===== config.mk =====
export PLATFORM = sky130hd
export DESIGN_NAME = reactive_undervoltage_decoupling
export DESIGN_NICKNAME = d
export VERILOG_FILES = /design/src/rtl/qv_decoupling_pkg.sv /design/src/rtl/reactive_undervoltage_decoupling.sv
export SDC_FILE = /design/constraint.sdc
export NUM_CORES = 1
export LEC_CHECK = 0
export ABC_AREA = 1
export BUFFER_PORTS_ARGS = -buffer_cell sky130_fd_sc_hd__buf_2
export CORE_MARGIN = 1
export CORE_UTILIZATION = 46
export DETAILED_ROUTE_END_ITERATION = 8
export PLACE_DENSITY = 0.66
export RECOVER_POWER = 25
export SKIP_LAST_GASP = 1
export SLEW_MARGIN = 5
export SYNTH_ARGS = -nofsm -noshare
export SYNTH_HDL_FRONTEND = slang
export SYNTH_SLANG_ARGS = --single-unit
export TNS_END_PERCENT = 50

===== constraint.sdc =====
create_clock -name hclk -period 3.58 [get_ports hclk]
set_input_delay 0.716 -clock hclk [delete_from_list [all_inputs] [get_ports hclk]]
set_output_delay 0.716 -clock hclk [all_outputs]
set_load 0.05 [all_outputs]

===== src/rtl/qv_decoupling_pkg.sv =====
package qv_decoupling_pkg;
  // ==========================================================================
  // Timing
  // ==========================================================================
  localparam int          CLK_PERIOD_NS    = 10;       // hclk period in ns
  localparam int          TICK_PERIOD_US   = 1000;     // Timer resolution in us
  localparam int          TICK_CYCLES      = TICK_PERIOD_US * 1000 / CLK_PERIOD_NS;
  localparam logic [15:0] TRIP_DELAY_MS    = 16'h01f4; // 500 ms default delay

  // ==========================================================================
  // Undervoltage ratio 0.85 = 17 / 20
  // ==========================================================================
  localparam logic [4:0]  UV_RATIO_NUM     = 5'h11;    // 17
  localparam logic [4:0]  UV_RATIO_DEN     = 5'h14;    // 20

  // ==========================================================================
  // Register byte offsets
  // ==========================================================================
  localparam logic [7:0]  OFS_CONTROL      = 8'h00;
  localparam logic [7:0]  OFS_NOMINAL      = 8'h04;
  localparam logic [7:0]  OFS_MIN_CURRENT  = 8'h08;
  localparam logic [7:0]  OFS_Q_THRESHOLD  = 8'h0c;
  localparam logic [7:0]  OFS_ANGLE_LIMIT  = 8'h10;
  localparam logic [7:0]  OFS_GEN_DELAY    = 8'h14;
  localparam logic [7:0]  OFS_PCC_DELAY    = 8'h18;
  localparam logic [7:0]  OFS_STATE        = 8'h1c;
  localparam logic [7:0]  OFS_IRQ_STATUS   = 8'h20;
  localparam logic [7:0]  OFS_IRQ_CLEAR    = 8'h24;
  localparam logic [7:0]  OFS_IRQ_ENABLE   = 8'h28;

  // ==========================================================================
  // Control field positions
  // ==========================================================================
  localparam int          CTL_ACTIVE_LSB   = 0;        // [3:0] activation per set
  localparam int          CTL_SET_LSB      = 4;        // [5:4] selected set
  localparam int          CTL_METHOD       = 6;        // 0 angle, 1 pure reactive
  localparam int          CTL_DIR_NEG      = 7;        // 1 negative direction
  localparam int          CTL_MIN_I_EN     = 8;        // Current gate, method 2
  localparam int          CTL_VT_SUP_EN    = 9;        // VT supervision enable
  localparam int          CTL_WIDTH        = 10;

  // ==========================================================================
  // Reset values
  // ==========================================================================
  localparam logic [9:0]  CONTROL_RESET    = 10'h000;
  localparam logic [15:0] NOMINAL_RESET    = 16'h0000;
  localparam logic [15:0] MIN_I_RESET      = 16'h0000;
  localparam logic [31:0] Q_THR_RESET      = 32'h0000_0000;
  localparam logic [15:0] ANGLE_RESET      = 16'h0000;

  // Event bits: pickup, generator trip, coupling point trip
  localparam int          EV_WIDTH         = 3;

  // Detection method
  typedef enum logic [1:0] {
    METHOD_ANGLE    = 2'b01,
    METHOD_REACTIVE = 2'b10
  } method_t;
endpackage


===== src/rtl/reactive_undervoltage_decoupling.sv =====
// How it works
// - Trip after pickup persists for the set delay, half second at reset
// - All three line voltages below 0.85 nominal
// - Use positive sequence reactive power only
// - Compare phase-to-phase voltages only
// - Direction setting may invert reactive sign
// - Positive counts consumed, negative counts produced
// - Inversion stays inside this function
// - Method select: angle or pure reactive
// - Angle method always gates on current
// - Reactive method gates current when enabled
// - Method 1 compares power angle limit
// - Method 2 compares reactive power threshold
// - Both timers start at pickup
// - Per-set activation enables whole function
// - Enabled VT fault blocks the function
module reactive_undervoltage_decoupling
  import qv_decoupling_pkg::*;
#(
  parameter int TICK_CYCLES_P = TICK_CYCLES    // Cycles per timer tick
) (
  input  wire logic               hclk,
  input  wire logic               hresetn,
  // AHB-Lite slave
  input  wire logic               hsel,
  input  wire logic [31:0]        haddr,
  input  wire logic [1:0]         htrans,
  input  wire logic               hwrite,
  input  wire logic [2:0]         hsize,
  input  wire logic [31:0]        hwdata,
  input  wire logic               hready,
  output logic      [31:0]        hrdata,
  output logic                    hreadyout,
  output logic                    hresp,
  // Measurements, same clock domain
  input  wire logic [15:0]        voltage_l1_l2,
  input  wire logic [15:0]        voltage_l2_l3,
  input  wire logic [15:0]        voltage_l3_l1,
  input  wire logic signed [31:0] positive_seq_reactive_power,
  input  wire logic [15:0]        positive_seq_current,
  input  wire logic signed [15:0] power_angle,
  // Voltage transformer fault pin, asynchronous
  input  wire logic               vt_fault,
  // Outputs
  output logic                    generator_trip,
  output logic                    coupling_point_trip,
  output logic                    pickup,
  output logic                    irq
);

  // ==========================================================================
  // Register storage
  // ==========================================================================
  logic [CTL_WIDTH-1:0]  control;                   // Control bits
  logic [15:0]           nominal_voltage;           // Nominal line voltage
  logic [15:0]           min_positive_seq_current;  // Current gate level
  logic signed [31:0]    reactive_power_threshold;  // Method 2 threshold
  logic signed [15:0]    angle_limit;               // Method 1 angle limit
  logic [15:0]           generator_stage_delay;     // Generator timer delay, ms
  logic [15:0]           coupling_point_delay;      // Coupling timer delay, ms
  logic [EV_WIDTH-1:0]   irq_status;                // Sticky events
  logic [EV_WIDTH-1:0]   irq_enable;                // Event mask

  // Bus data phase state
  logic                  wr_pending;                // Write data phase
  logic [7:0]            wr_addr;                   // Write byte offset

  // Detection state
  logic                  vt_meta;                   // Synchroniser stage 1
  logic                  vt_sync;                   // Synchroniser stage 2
  logic [31:0]           tick_div;                  // Tick divider
  logic                  tick;                      // One-cycle tick enable
  logic [15:0]           generator_stage_timer;     // Generator timer, ms
  logic [15:0]           coupling_point_timer;      // Coupling timer, ms

  // Decision terms, combinational except the registered pickup_q
  method_t               decoupling_method_select;
  logic                  direction_negative;
  logic                  function_active;
  logic                  blocked;
  logic                  uv_all;
  logic signed [32:0]    q_dir;
  logic                  current_ok;
  logic                  reactive_demand;
  logic                  next_pickup;
  logic [EV_WIDTH-1:0]   events;
  logic                  pickup_q;

  // ==========================================================================
  // Helpers
  // ==========================================================================
  // Below 0.85 of nominal: v * 20 < nominal * 17
  function automatic logic below_ratio(input logic [15:0] v, input logic [15:0] nominal);
    logic [20:0] lhs;
    logic [20:0] rhs;
    lhs = 21'(v) * 21'(UV_RATIO_DEN);
    rhs = 21'(nominal) * 21'(UV_RATIO_NUM);
    return lhs < rhs;
  endfunction

  // Exact byte offset match for a register offset
  function automatic logic hit(input logic [7:0] a, input logic [7:0] ofs);
    return a == ofs;
  endfunction

  // ==========================================================================
  // AHB-Lite slave, zero wait states
  // ==========================================================================
  assign hreadyout = 1'b1;
  assign hresp     = 1'b0;

  logic addr_phase;
  assign addr_phase = hsel && htrans[1] && hready;

  // Capture write address phase
  always_ff @(posedge hclk or negedge hresetn) begin
    if (!hresetn) begin
      wr_pending <= 1'b0;
      wr_addr    <= 8'h00;
    end else begin
      wr_pending <= addr_phase && hwrite;
      wr_addr    <= haddr[7:0];
    end
  end

  // Register writes in the data phase
  always_ff @(posedge hclk or negedge hresetn) begin
    if (!hresetn) begin
      control                  <= CONTROL_RESET;
      nominal_voltage          <= NOMINAL_RESET;
      min_positive_seq_current <= MIN_I_RESET;
      reactive_power_threshold <= Q_THR_RESET;
      angle_limit              <= ANGLE_RESET;
      generator_stage_delay    <= TRIP_DELAY_MS;
      coupling_point_delay     <= TRIP_DELAY_MS;
      irq_enable               <= '0;
    end else if (wr_pending) begin
      if (hit(wr_addr, OFS_CONTROL))     control                  <= hwdata[CTL_WIDTH-1:0];
      if (hit(wr_addr, OFS_NOMINAL))     nominal_voltage          <= hwdata[15:0];
      if (hit(wr_addr, OFS_MIN_CURRENT)) min_positive_seq_current <= hwdata[15:0];
      if (hit(wr_addr, OFS_Q_THRESHOLD)) reactive_power_threshold <= hwdata;
      if (hit(wr_addr, OFS_ANGLE_LIMIT)) angle_limit              <= hwdata[15:0];
      if (hit(wr_addr, OFS_GEN_DELAY))   generator_stage_delay    <= hwdata[15:0];
      if (hit(wr_addr, OFS_PCC_DELAY))   coupling_point_delay     <= hwdata[15:0];
      if (hit(wr_addr, OFS_IRQ_ENABLE))  irq_enable               <= hwdata[EV_WIDTH-1:0];
    end
  end

  // Read data registered at the address phase edge
  always_ff @(posedge hclk or negedge hresetn) begin
    if (!hresetn) begin
      hrdata <= 32'h0000_0000;
    end else if (addr_phase && !hwrite) begin
      case (haddr[7:0])
        OFS_CONTROL:     hrdata <= {22'h000000, control};
        OFS_NOMINAL:     hrdata <= {16'h0000, nominal_voltage};
        OFS_MIN_CURRENT: hrdata <= {16'h0000, min_positive_seq_current};
        OFS_Q_THRESHOLD: hrdata <= reactive_power_threshold;
        OFS_ANGLE_LIMIT: hrdata <= {16'h0000, angle_limit};
        OFS_GEN_DELAY:   hrdata <= {16'h0000, generator_stage_delay};
        OFS_PCC_DELAY:   hrdata <= {16'h0000, coupling_point_delay};
        OFS_STATE:       hrdata <= {28'h0000000, blocked, coupling_point_trip,
                                    generator_trip, pickup};
        OFS_IRQ_STATUS:  hrdata <= {29'h00000000, irq_status};
        OFS_IRQ_ENABLE:  hrdata <= {29'h00000000, irq_enable};
        default:         hrdata <= 32'h0000_0000;
      endcase
    end
  end

  // ==========================================================================
  // VT fault synchroniser
  // ==========================================================================
  always_ff @(posedge hclk or negedge hresetn) begin
    if (!hresetn) begin
      vt_meta <= 1'b0;
      vt_sync <= 1'b0;
    end else begin
      vt_meta <= vt_fault;
      vt_sync <= vt_meta;
    end
  end

  // ==========================================================================
  // Pickup decision
  // ==========================================================================
  always_comb begin
    decoupling_method_select = control[CTL_METHOD] ? METHOD_REACTIVE : METHOD_ANGLE;
    direction_negative       = control[CTL_DIR_NEG];
    function_active = control[CTL_ACTIVE_LSB + 32'(control[CTL_SET_LSB +: 2])];
    blocked = control[CTL_VT_SUP_EN] && vt_sync;
    uv_all = below_ratio(voltage_l1_l2, nominal_voltage) &&
             below_ratio(voltage_l2_l3, nominal_voltage) &&
             below_ratio(voltage_l3_l1, nominal_voltage);
    q_dir = direction_negative ? -33'(positive_seq_reactive_power)
                               :  33'(positive_seq_reactive_power);
    current_ok = positive_seq_current >= min_positive_seq_current;
    case (decoupling_method_select)
      METHOD_ANGLE:    reactive_demand = (q_dir > 33'sh0) && (power_angle >= angle_limit)
                                         && current_ok;
      METHOD_REACTIVE: reactive_demand = (q_dir > 33'(reactive_power_threshold))
                                         && (current_ok || !control[CTL_MIN_I_EN]);
      default:         reactive_demand = 1'b0;
    endcase
    next_pickup = function_active && !blocked && uv_all && reactive_demand;
  end

  // Registered pickup
  always_ff @(posedge hclk or negedge hresetn) begin
    if (!hresetn) begin
      pickup   <= 1'b0;
      pickup_q <= 1'b0;
    end else begin
      pickup   <= next_pickup;
      pickup_q <= pickup;
    end
  end

  // ==========================================================================
  // Timers
  // ==========================================================================
  // Tick divider restarts with each pickup
  always_ff @(posedge hclk or negedge hresetn) begin
    if (!hresetn) begin
      tick_div <= 32'h0000_0000;
    end else if (!pickup || tick_div == 32'(TICK_CYCLES_P - 1)) begin
      tick_div <= 32'h0000_0000;
    end else begin
      tick_div <= tick_div + 32'h0000_0001;
    end
  end
  assign tick = pickup && (tick_div == 32'(TICK_CYCLES_P - 1));

  // Both timers start at pickup, clear on dropout
  always_ff @(posedge hclk or negedge hresetn) begin
    if (!hresetn) begin
      generator_stage_timer <= 16'h0000;
      coupling_point_timer  <= 16'h0000;
    end else if (!pickup) begin
      generator_stage_timer <= 16'h0000;
      coupling_point_timer  <= 16'h0000;
    end else if (tick) begin
      if (generator_stage_timer != 16'hffff) generator_stage_timer <= generator_stage_timer + 16'h0001;
      if (coupling_point_timer != 16'hffff)  coupling_point_timer  <= coupling_point_timer + 16'h0001;
    end
  end

  always_ff @(posedge hclk or negedge hresetn) begin
    if (!hresetn) begin
      generator_trip      <= 1'b0;
      coupling_point_trip <= 1'b0;
    end else begin
      generator_trip      <= pickup && next_pickup &&
                             (generator_stage_timer >= generator_stage_delay);
      coupling_point_trip <= pickup && next_pickup &&
                             (coupling_point_timer >= coupling_point_delay);
    end
  end

  // ==========================================================================
  // Interrupts
  // ==========================================================================
  logic gen_trip_q;
  logic pcc_trip_q;
  always_ff @(posedge hclk or negedge hresetn) begin
    if (!hresetn) begin
      gen_trip_q <= 1'b0;
      pcc_trip_q <= 1'b0;
    end else begin
      gen_trip_q <= generator_trip;
      pcc_trip_q <= coupling_point_trip;
    end
  end
  assign events = {coupling_point_trip && !pcc_trip_q,
                   generator_trip && !gen_trip_q,
                   pickup && !pickup_q};

  // Sticky status, a new event wins over a clear
  always_ff @(posedge hclk or negedge hresetn) begin
    if (!hresetn) begin
      irq_status <= '0;
    end else if (wr_pending && hit(wr_addr, OFS_IRQ_CLEAR)) begin
      irq_status <= (irq_status & ~hwdata[EV_WIDTH-1:0]) | events;
    end else begin
      irq_status <= irq_status | events;
    end
  end
  assign irq = |(irq_status & irq_enable);
endmodule // reactive_undervoltage_decoupling


# Word level (Yosys, flattened, before mapping)
# Index checks and enable logic that the tools add are counted.
[word_totals]
ff_bits = 241
out_inout_bits = 38
in_bits = 187
wordCells = 128
[op_classes]
n_mux = 14
n_reduce_logical = 43
mul = 4
order_cmp = 10
bitwise_logic = 5
n_addsub = 4
n_eq_ne = 25
[op_table]
columns = ["cell", "count"]
rows = [
  ["32-bit one-hot mux with 10 select lines", 1],
  ["16-bit 2-to-1 mux", 6],
  ["16-bit greater-or-equal comparator", 4],
  ["21-bit < comparator", 3],
  ["16-bit by 3-bit multiplier with 19-bit output, second input constant", 3],
  ["8-bit by 5-bit equality test with 1-bit output, second input constant", 7],
  ["33-bit by 1-bit greater-than comparator with 1-bit output, second input constant", 1],
  ["33-bit by 32-bit greater-than comparator with 1-bit output", 1],
  ["33-bit 2-to-1 mux", 1],
  ["32-bit negation with 33-bit output", 1],
  ["16-bit by 1-bit adder with 16-bit output, second input constant", 2],
  ["32-bit by 1-bit adder with 32-bit output, second input constant", 1],
  ["32-bit by 17-bit equality test with 1-bit output, second input constant", 1],
  ["8-bit by 4-bit equality test with 1-bit output, second input constant", 4],
  ["8-bit by 6-bit equality test with 1-bit output, second input constant", 4],
  ["32-bit 2-to-1 mux", 1],
  ["16-bit inequality test, second input constant", 2],
  ["1-bit logical AND", 21],
  ["16-bit by 5-bit multiplier with 21-bit output, second input constant", 1],
  ["2-bit AND reduction", 10],
  ["8-bit by 3-bit equality test with 1-bit output, second input constant", 2],
  ["8-bit logical NOT", 2],
  ["1-bit logical NOT", 7],
  ["3-bit bitwise AND", 2],
  ["other kinds (13)", 17],
]

# Depth between registers and ports, before layout
[depth]
depth_word = 9
depth_mapped = 28
ltp_nobuf = 28

# Worst setup path before layout
# No wires, ideal clock.
[synth_timing]
path_kind = "input port to flip-flop"
from = "input voltage_l3_l1[1]"
to = "register coupling_point_trip"
path_buffers = 0
slack_ns = -0.167
required_time_ns = 3.507
stages = 24
setup_time_ns = 0.073
arrival_time_ns = 3.674
path_cell_list = "ha_1 ha_1 inv_1 fa_1 inv_1 nand3_1 nand3_1 a21oi_1 o21bai_1 a21oi_1 o21ai_0 xor2_1 ha_1 nand2_1 inv_1 nand3_1 o221ai_1 nor4_1 nand2_1 nor2_1 nand2_1 nor2_1 nand4_1 nor2_1"
[synth_via]
elab_chain_cells = 7
[synth_lines]
columns = ["item", "line_no", "source"]
rows = [
  ["from (decl)", "reactive_undervoltage_decoupling.sv:38", "input wire logic [15:0] voltage_l3_l1,"],
  ["16-bit by 3-bit multiplier with 19-bit output", "reactive_undervoltage_decoupling.sv:96", "lhs = 21'(v) * 21'(UV_RATIO_DEN);"],
  ["21-bit < comparator", "reactive_undervoltage_decoupling.sv:98", "return lhs < rhs;"],
  ["1-bit logical AND", "reactive_undervoltage_decoupling.sv:193", "below_ratio(voltage_l2_l3, nominal_voltage) &&"],
  ["1-bit logical AND (2 in a row)", "reactive_undervoltage_decoupling.sv:205", "next_pickup = function_active && !blocked && uv_all && reactive_demand;"],
  ["1-bit logical AND (2 in a row)", "reactive_undervoltage_decoupling.sv:255", "coupling_point_trip <= pickup && next_pickup &&"],
  ["to (signal assigned)", "reactive_undervoltage_decoupling.sv:255", ""],
  ["to (decl)", "reactive_undervoltage_decoupling.sv:46", "output logic coupling_point_trip,"],
]
# Every way passes these cells.
# A chain may end at the register's enable or synchronous reset.

# Final worst setup path
[layout_timing]
from = "register nominal_voltage[9]"
to = "register coupling_point_trip"
[layout_via]
elab_chain_cells = 8
elab_cells_between_ends = 10
classes_between = "mul (1); order compare (3); reduce/logical (6)"
[layout_lines]
columns = ["item", "line_no", "source"]
rows = [
  ["from (decl)", "reactive_undervoltage_decoupling.sv:55", "logic [15:0] nominal_voltage;"],
  ["from (signal assigned)", "reactive_undervoltage_decoupling.sv:139", "if (hit(wr_addr, OFS_NOMINAL)) nominal_voltage <= hwdata[15:0];"],
  ["16-bit by 5-bit multiplier with 21-bit output (*)", "reactive_undervoltage_decoupling.sv:97", "rhs = 21'(nominal) * 21'(UV_RATIO_NUM);"],
  ["21-bit < comparator", "reactive_undervoltage_decoupling.sv:98", ""],
  ["1-bit logical AND", "reactive_undervoltage_decoupling.sv:192", "uv_all = below_ratio(voltage_l1_l2, nominal_voltage) &&"],
  ["1-bit logical AND (*)", "reactive_undervoltage_decoupling.sv:193", ""],
  ["1-bit logical AND (*) (2 in a row)", "reactive_undervoltage_decoupling.sv:205", ""],
  ["1-bit logical AND (*) (2 in a row)", "reactive_undervoltage_decoupling.sv:255", ""],
]
# Mark *: on every way between the ends. The rest lies on a longest branch, timed or not.

==> summary.txt <==
Run status
  – Status: finished, violations left
  – Failing checks: capacitance limit, slew limit, setup timing

Global routing
  – M3 GR Usage: 0.0342
  – Overall routing resource usage: 0.289
  – Pin count of the biggest net entering global routing: 98
  – Met2 Usage GRT: 0.479
  – Global-route wire length before repair: 96.4 mm
  – GR peak layer: met2
  – Initial antenna violation count: 0
  – Vias in the first global route: between 15,000 and 20,000
  – Overflow after GRT: 0
  – GR Layer Usage met1: 0.390

Timing
  – Worst-Margin Slew: around 1700 ps
  – Rel. slew slack: -0.114
  – PnR worst setup slack: -317 ps
  – Final setup viols: 3
  – Min Tclk post-route: about 3900 ps
  – Fmax: ~260 MHz
  – Final period util: 1.09
  – Clock skew: 19.3 ps
  – Number of max-slew violations in the final report: 130
  – Final hold violations: 0
  – RSZ-0062 raised after global routing: yes

Clock tree
  – Maximum clock path buffer count: 3
  – CTS buffer count: 26
  – Worst-path clk slew: approximately 60 ps
  – H-Tree Depth: 1
  – CTS tree: yes
  – Skew-Pair Late Insertion Delay: around 550 ps
  – CTS root buf: clkbuf_16
  – CTS sink count: about 240
  – Hold buffer count at cts: 0

Detailed routing
  – Number of routed nets with antenna violations: 0
  – Total Wirelength: a little over 60 mm
  – DR iter-0 viols: approximately 1,300
  – Drt drc: 0
  – Via count: roughly 19,000
  – Per-cell routed wire length: ~17 um
  – Pre-Repair DR Iteration Count: 6
  – Via density: 5.36

Synth
  – Most common cell in the netlist: nand2_1
  – Synth top area share: 0.300
  – Synth warnings: 0
  – Main flop type after synthesis: dfrtp_1
  – Top post-synthesis cells by count: 592 x nand2_1, 382 x inv_1, 260 x ha_1, 229 x dfrtp_1, 226 x o21ai_0
  – Syn nets: a little over 3,000
  – Mapped cell area: 19,100 um^2
  – Library cells used by synthesis: 57
  – Seq cells post-synth: approximately 240
  – Syn Inst Count: between 2,000 and 3,000
  – EDFF count, synth: 0
  – Cell taking the most area after synthesis: dfrtp_1
  – Mean post-synth cell area: ~7.4 um^2
  – Top cells by area, synth: dfrtp_1 30%, ha_1 17%, nand2_1 12%
  – Ys async rst share: 1.00
  – Sequential-to-total area share from yosys stat: 0.316

Critical path
  – Slowest cell delay on critical path: 400 ps
  – CP Launch Type: flop
  – Most frequent CP cell: nand2_1
  – Worst setup path class: reg2reg
  – Max FO, Critical Path: 3
  – Critical Path Sink Type: flop
  – Worst path required time: 4050 ps
  – CP arrival: roughly 4400 ps
  – Critical-path top delay cell: dfrtp_1
  – Reg2reg setup slack: -320 ps
  – Top Family by Delay on Critical Path: simple AND/OR/NAND/NOR gates
  – Worst path bufs/invs: 4

Finish
  – Storage element area: about 6100 um^2
  – Area Growth Syn to Fin: 26.9%
  – Fillcell total: approximately 3,700
  – Util after Layout: 0.592
  – Fin nets: about 3,500
  – Multi-input gate area: approximately 12,000 um^2
  – Final instance area: between 20,000 and 25,000 um^2
  – Layout cells sized above 1: 0.220
  – Layout Cells excl Fill: 3,602

Placement
  – Post-Place Cells: around 3,500
  – Routability cong.: between 0.9 and 1
  – HPWL Detailed: approximately 49 mm
  – IO buf count: 194
  – Placed instance area: roughly 23,000 um^2

Floorplanning
  – Starting Density: 0.467
  – Die Ht: 206 um
  – Full die area: roughly 42,000 um^2
  – Core area: just over 40,000 um^2
  – Ports: roughly 230
  – Placement Rows: 74
  – Die X: ~210 um

Worst hold path
  – Worst Hold Class: in2reg

Power
  – Cell Pwr Density: between 300 and 400 nW/um^2
  – Peak supply drop: 0.000507 V
  – Leakage: around 14 nW

Run
  – Max Cap Violations: 2
## area by class of cell
cell class | instances | share of cell area
Sequential cell | 241 | 0.250
Antenna cell | 1 | 0.000103
Timing Repair Buffer | 495 | 0.134
Clock buffer | 35 | 0.0320
Tap cell | 532 | 0.0275
Multi-Input combinational cell | 1904 | 0.491
Clock inverter | 12 | 0.00676
Inverter | 382 | 0.0591
## worst register-to-register path: stages, from the launching register on
cell and delay [ps]:
dfrtp_1 400, buf_6 130, ha_4 240, ha_4 290, buf_6 110, nand2_4 50
inv_2 50, nand2_2 40, nand2_2 70, nand2_2 70, nand3_2 90, a21oi_2 60
o21bai_1 190, nand3_1 190, xor2_2 350, ha_1 300, nand2_1 70, inv_2 50
nand2_1 60, nand2_1 60, nor4_2 210, nand2_1 80, nor2_1 110, nand2_1 70
nor2_2 110, nand4_1 210, nor2_1 160
## placed cells by master (no fill, tap or decap), types with 8 or more instances in the layout
cell type	n
mux2_2	22
dfstp_2	12
nor3_1	45
o21bai_1	9
clkbuf_16	27
o31ai_1	13
dfrtp_1	225
nand2_2	17
buf_4	292
buf_2	187
o21ai_0	222
a21oi_1	129
xor2_1	43
nand4_1	53
nand2_1	578
nor2_2	16
nor4_1	14
clkbuf_1	8
inv_1	379
ha_4	22
o22ai_1	31
nand3_1	105
nor2_1	199
nand3_2	8
a31oi_1	13
ha_1	237
xnor2_1	22
## report_power, final
group / total (W) / switching (W) / internal, W
Sequential: 0.00279 / 0.0000278 / 0.00277
Combinational: 0.00206 / 0.00114 / 0.000919
Clock: 0.00295 / 0.00115 / 0.00180
Total: 0.00780 / 0.00232 / 0.00549
## cell families (layout without fill, tap and decap cells)
kind of cell	after synthesis	count (layout)	share of synthesized area
xor+xnor	67	67	0.0307
fa+ha+maj	264	264	0.174
compound gates	481	481	0.140
buf+inv	435	924	0.0870
other cells	2	3	0.000393
mux	22	22	0.0130
simple gates	1068	1068	0.238
flops	241	241	0.316
## state kept, by name (all words and copies together), names as in the netlist, 10 cells and up
name and count:
coupling_point_timer 16, generator_stage_timer 16, control 10, coupling_point_delay 16, min_positive_seq_current 16, nominal_voltage 16
hrdata 32, generator_stage_delay 16, tick_div 32, reactive_power_threshold 32, angle_limit 16
## through the flow
stage	worst slack (ps)	total power, W	hold slack (ps)	setup TNS (ps)
after floorplan	-80.8	0.00388	331	-206
after global placement	-555	0.00469	335	-1490
after detailed placement	-624	0.00476	341	-1660
after CTS	-195	0.00775	124	-404
after global routing	-602	0.00818	277	-1540
final	-317	0.00780	285	-724
## timing repair
action	4_1_cts	5_1_grt
cloned	0	0
setup endpoints to repair	3	3
pin swaps	16	47
resized for setup	34	55
setup buffers	15	8
## worst paths after layout
check,cells after the start,end,start
setup reg to reg,26,coupling_point_trip$_DFF_PN0_,nominal_voltage[9]$_DFFE_PN0P_
hold reg to reg,0,vt_sync$_DFF_PN0_,vt_meta$_DFF_PN0_
hold / removal,1,vt_meta$_DFF_PN0_,vt_fault
setup / recovery,26,coupling_point_trip$_DFF_PN0_,nominal_voltage[9]$_DFFE_PN0P_
min in group asynchronous,1,hrdata[26]$_DFFE_PN0P_,hresetn
max in group asynchronous,2,angle_limit[10]$_DFFE_PN0P_,hresetn
## layer usage
layer / wire length (um) / part of all wire / vias to the layer above
met1: 27500 / 0.45 / 9050
li1: - / - / 9548
met5: 0 / 0 / -
met3: 3570 / 0.058 / 122
met2: 28600 / 0.46 / 586
met4: 1990 / 0.032 / 0
Power figures use the tool's default switching activity.
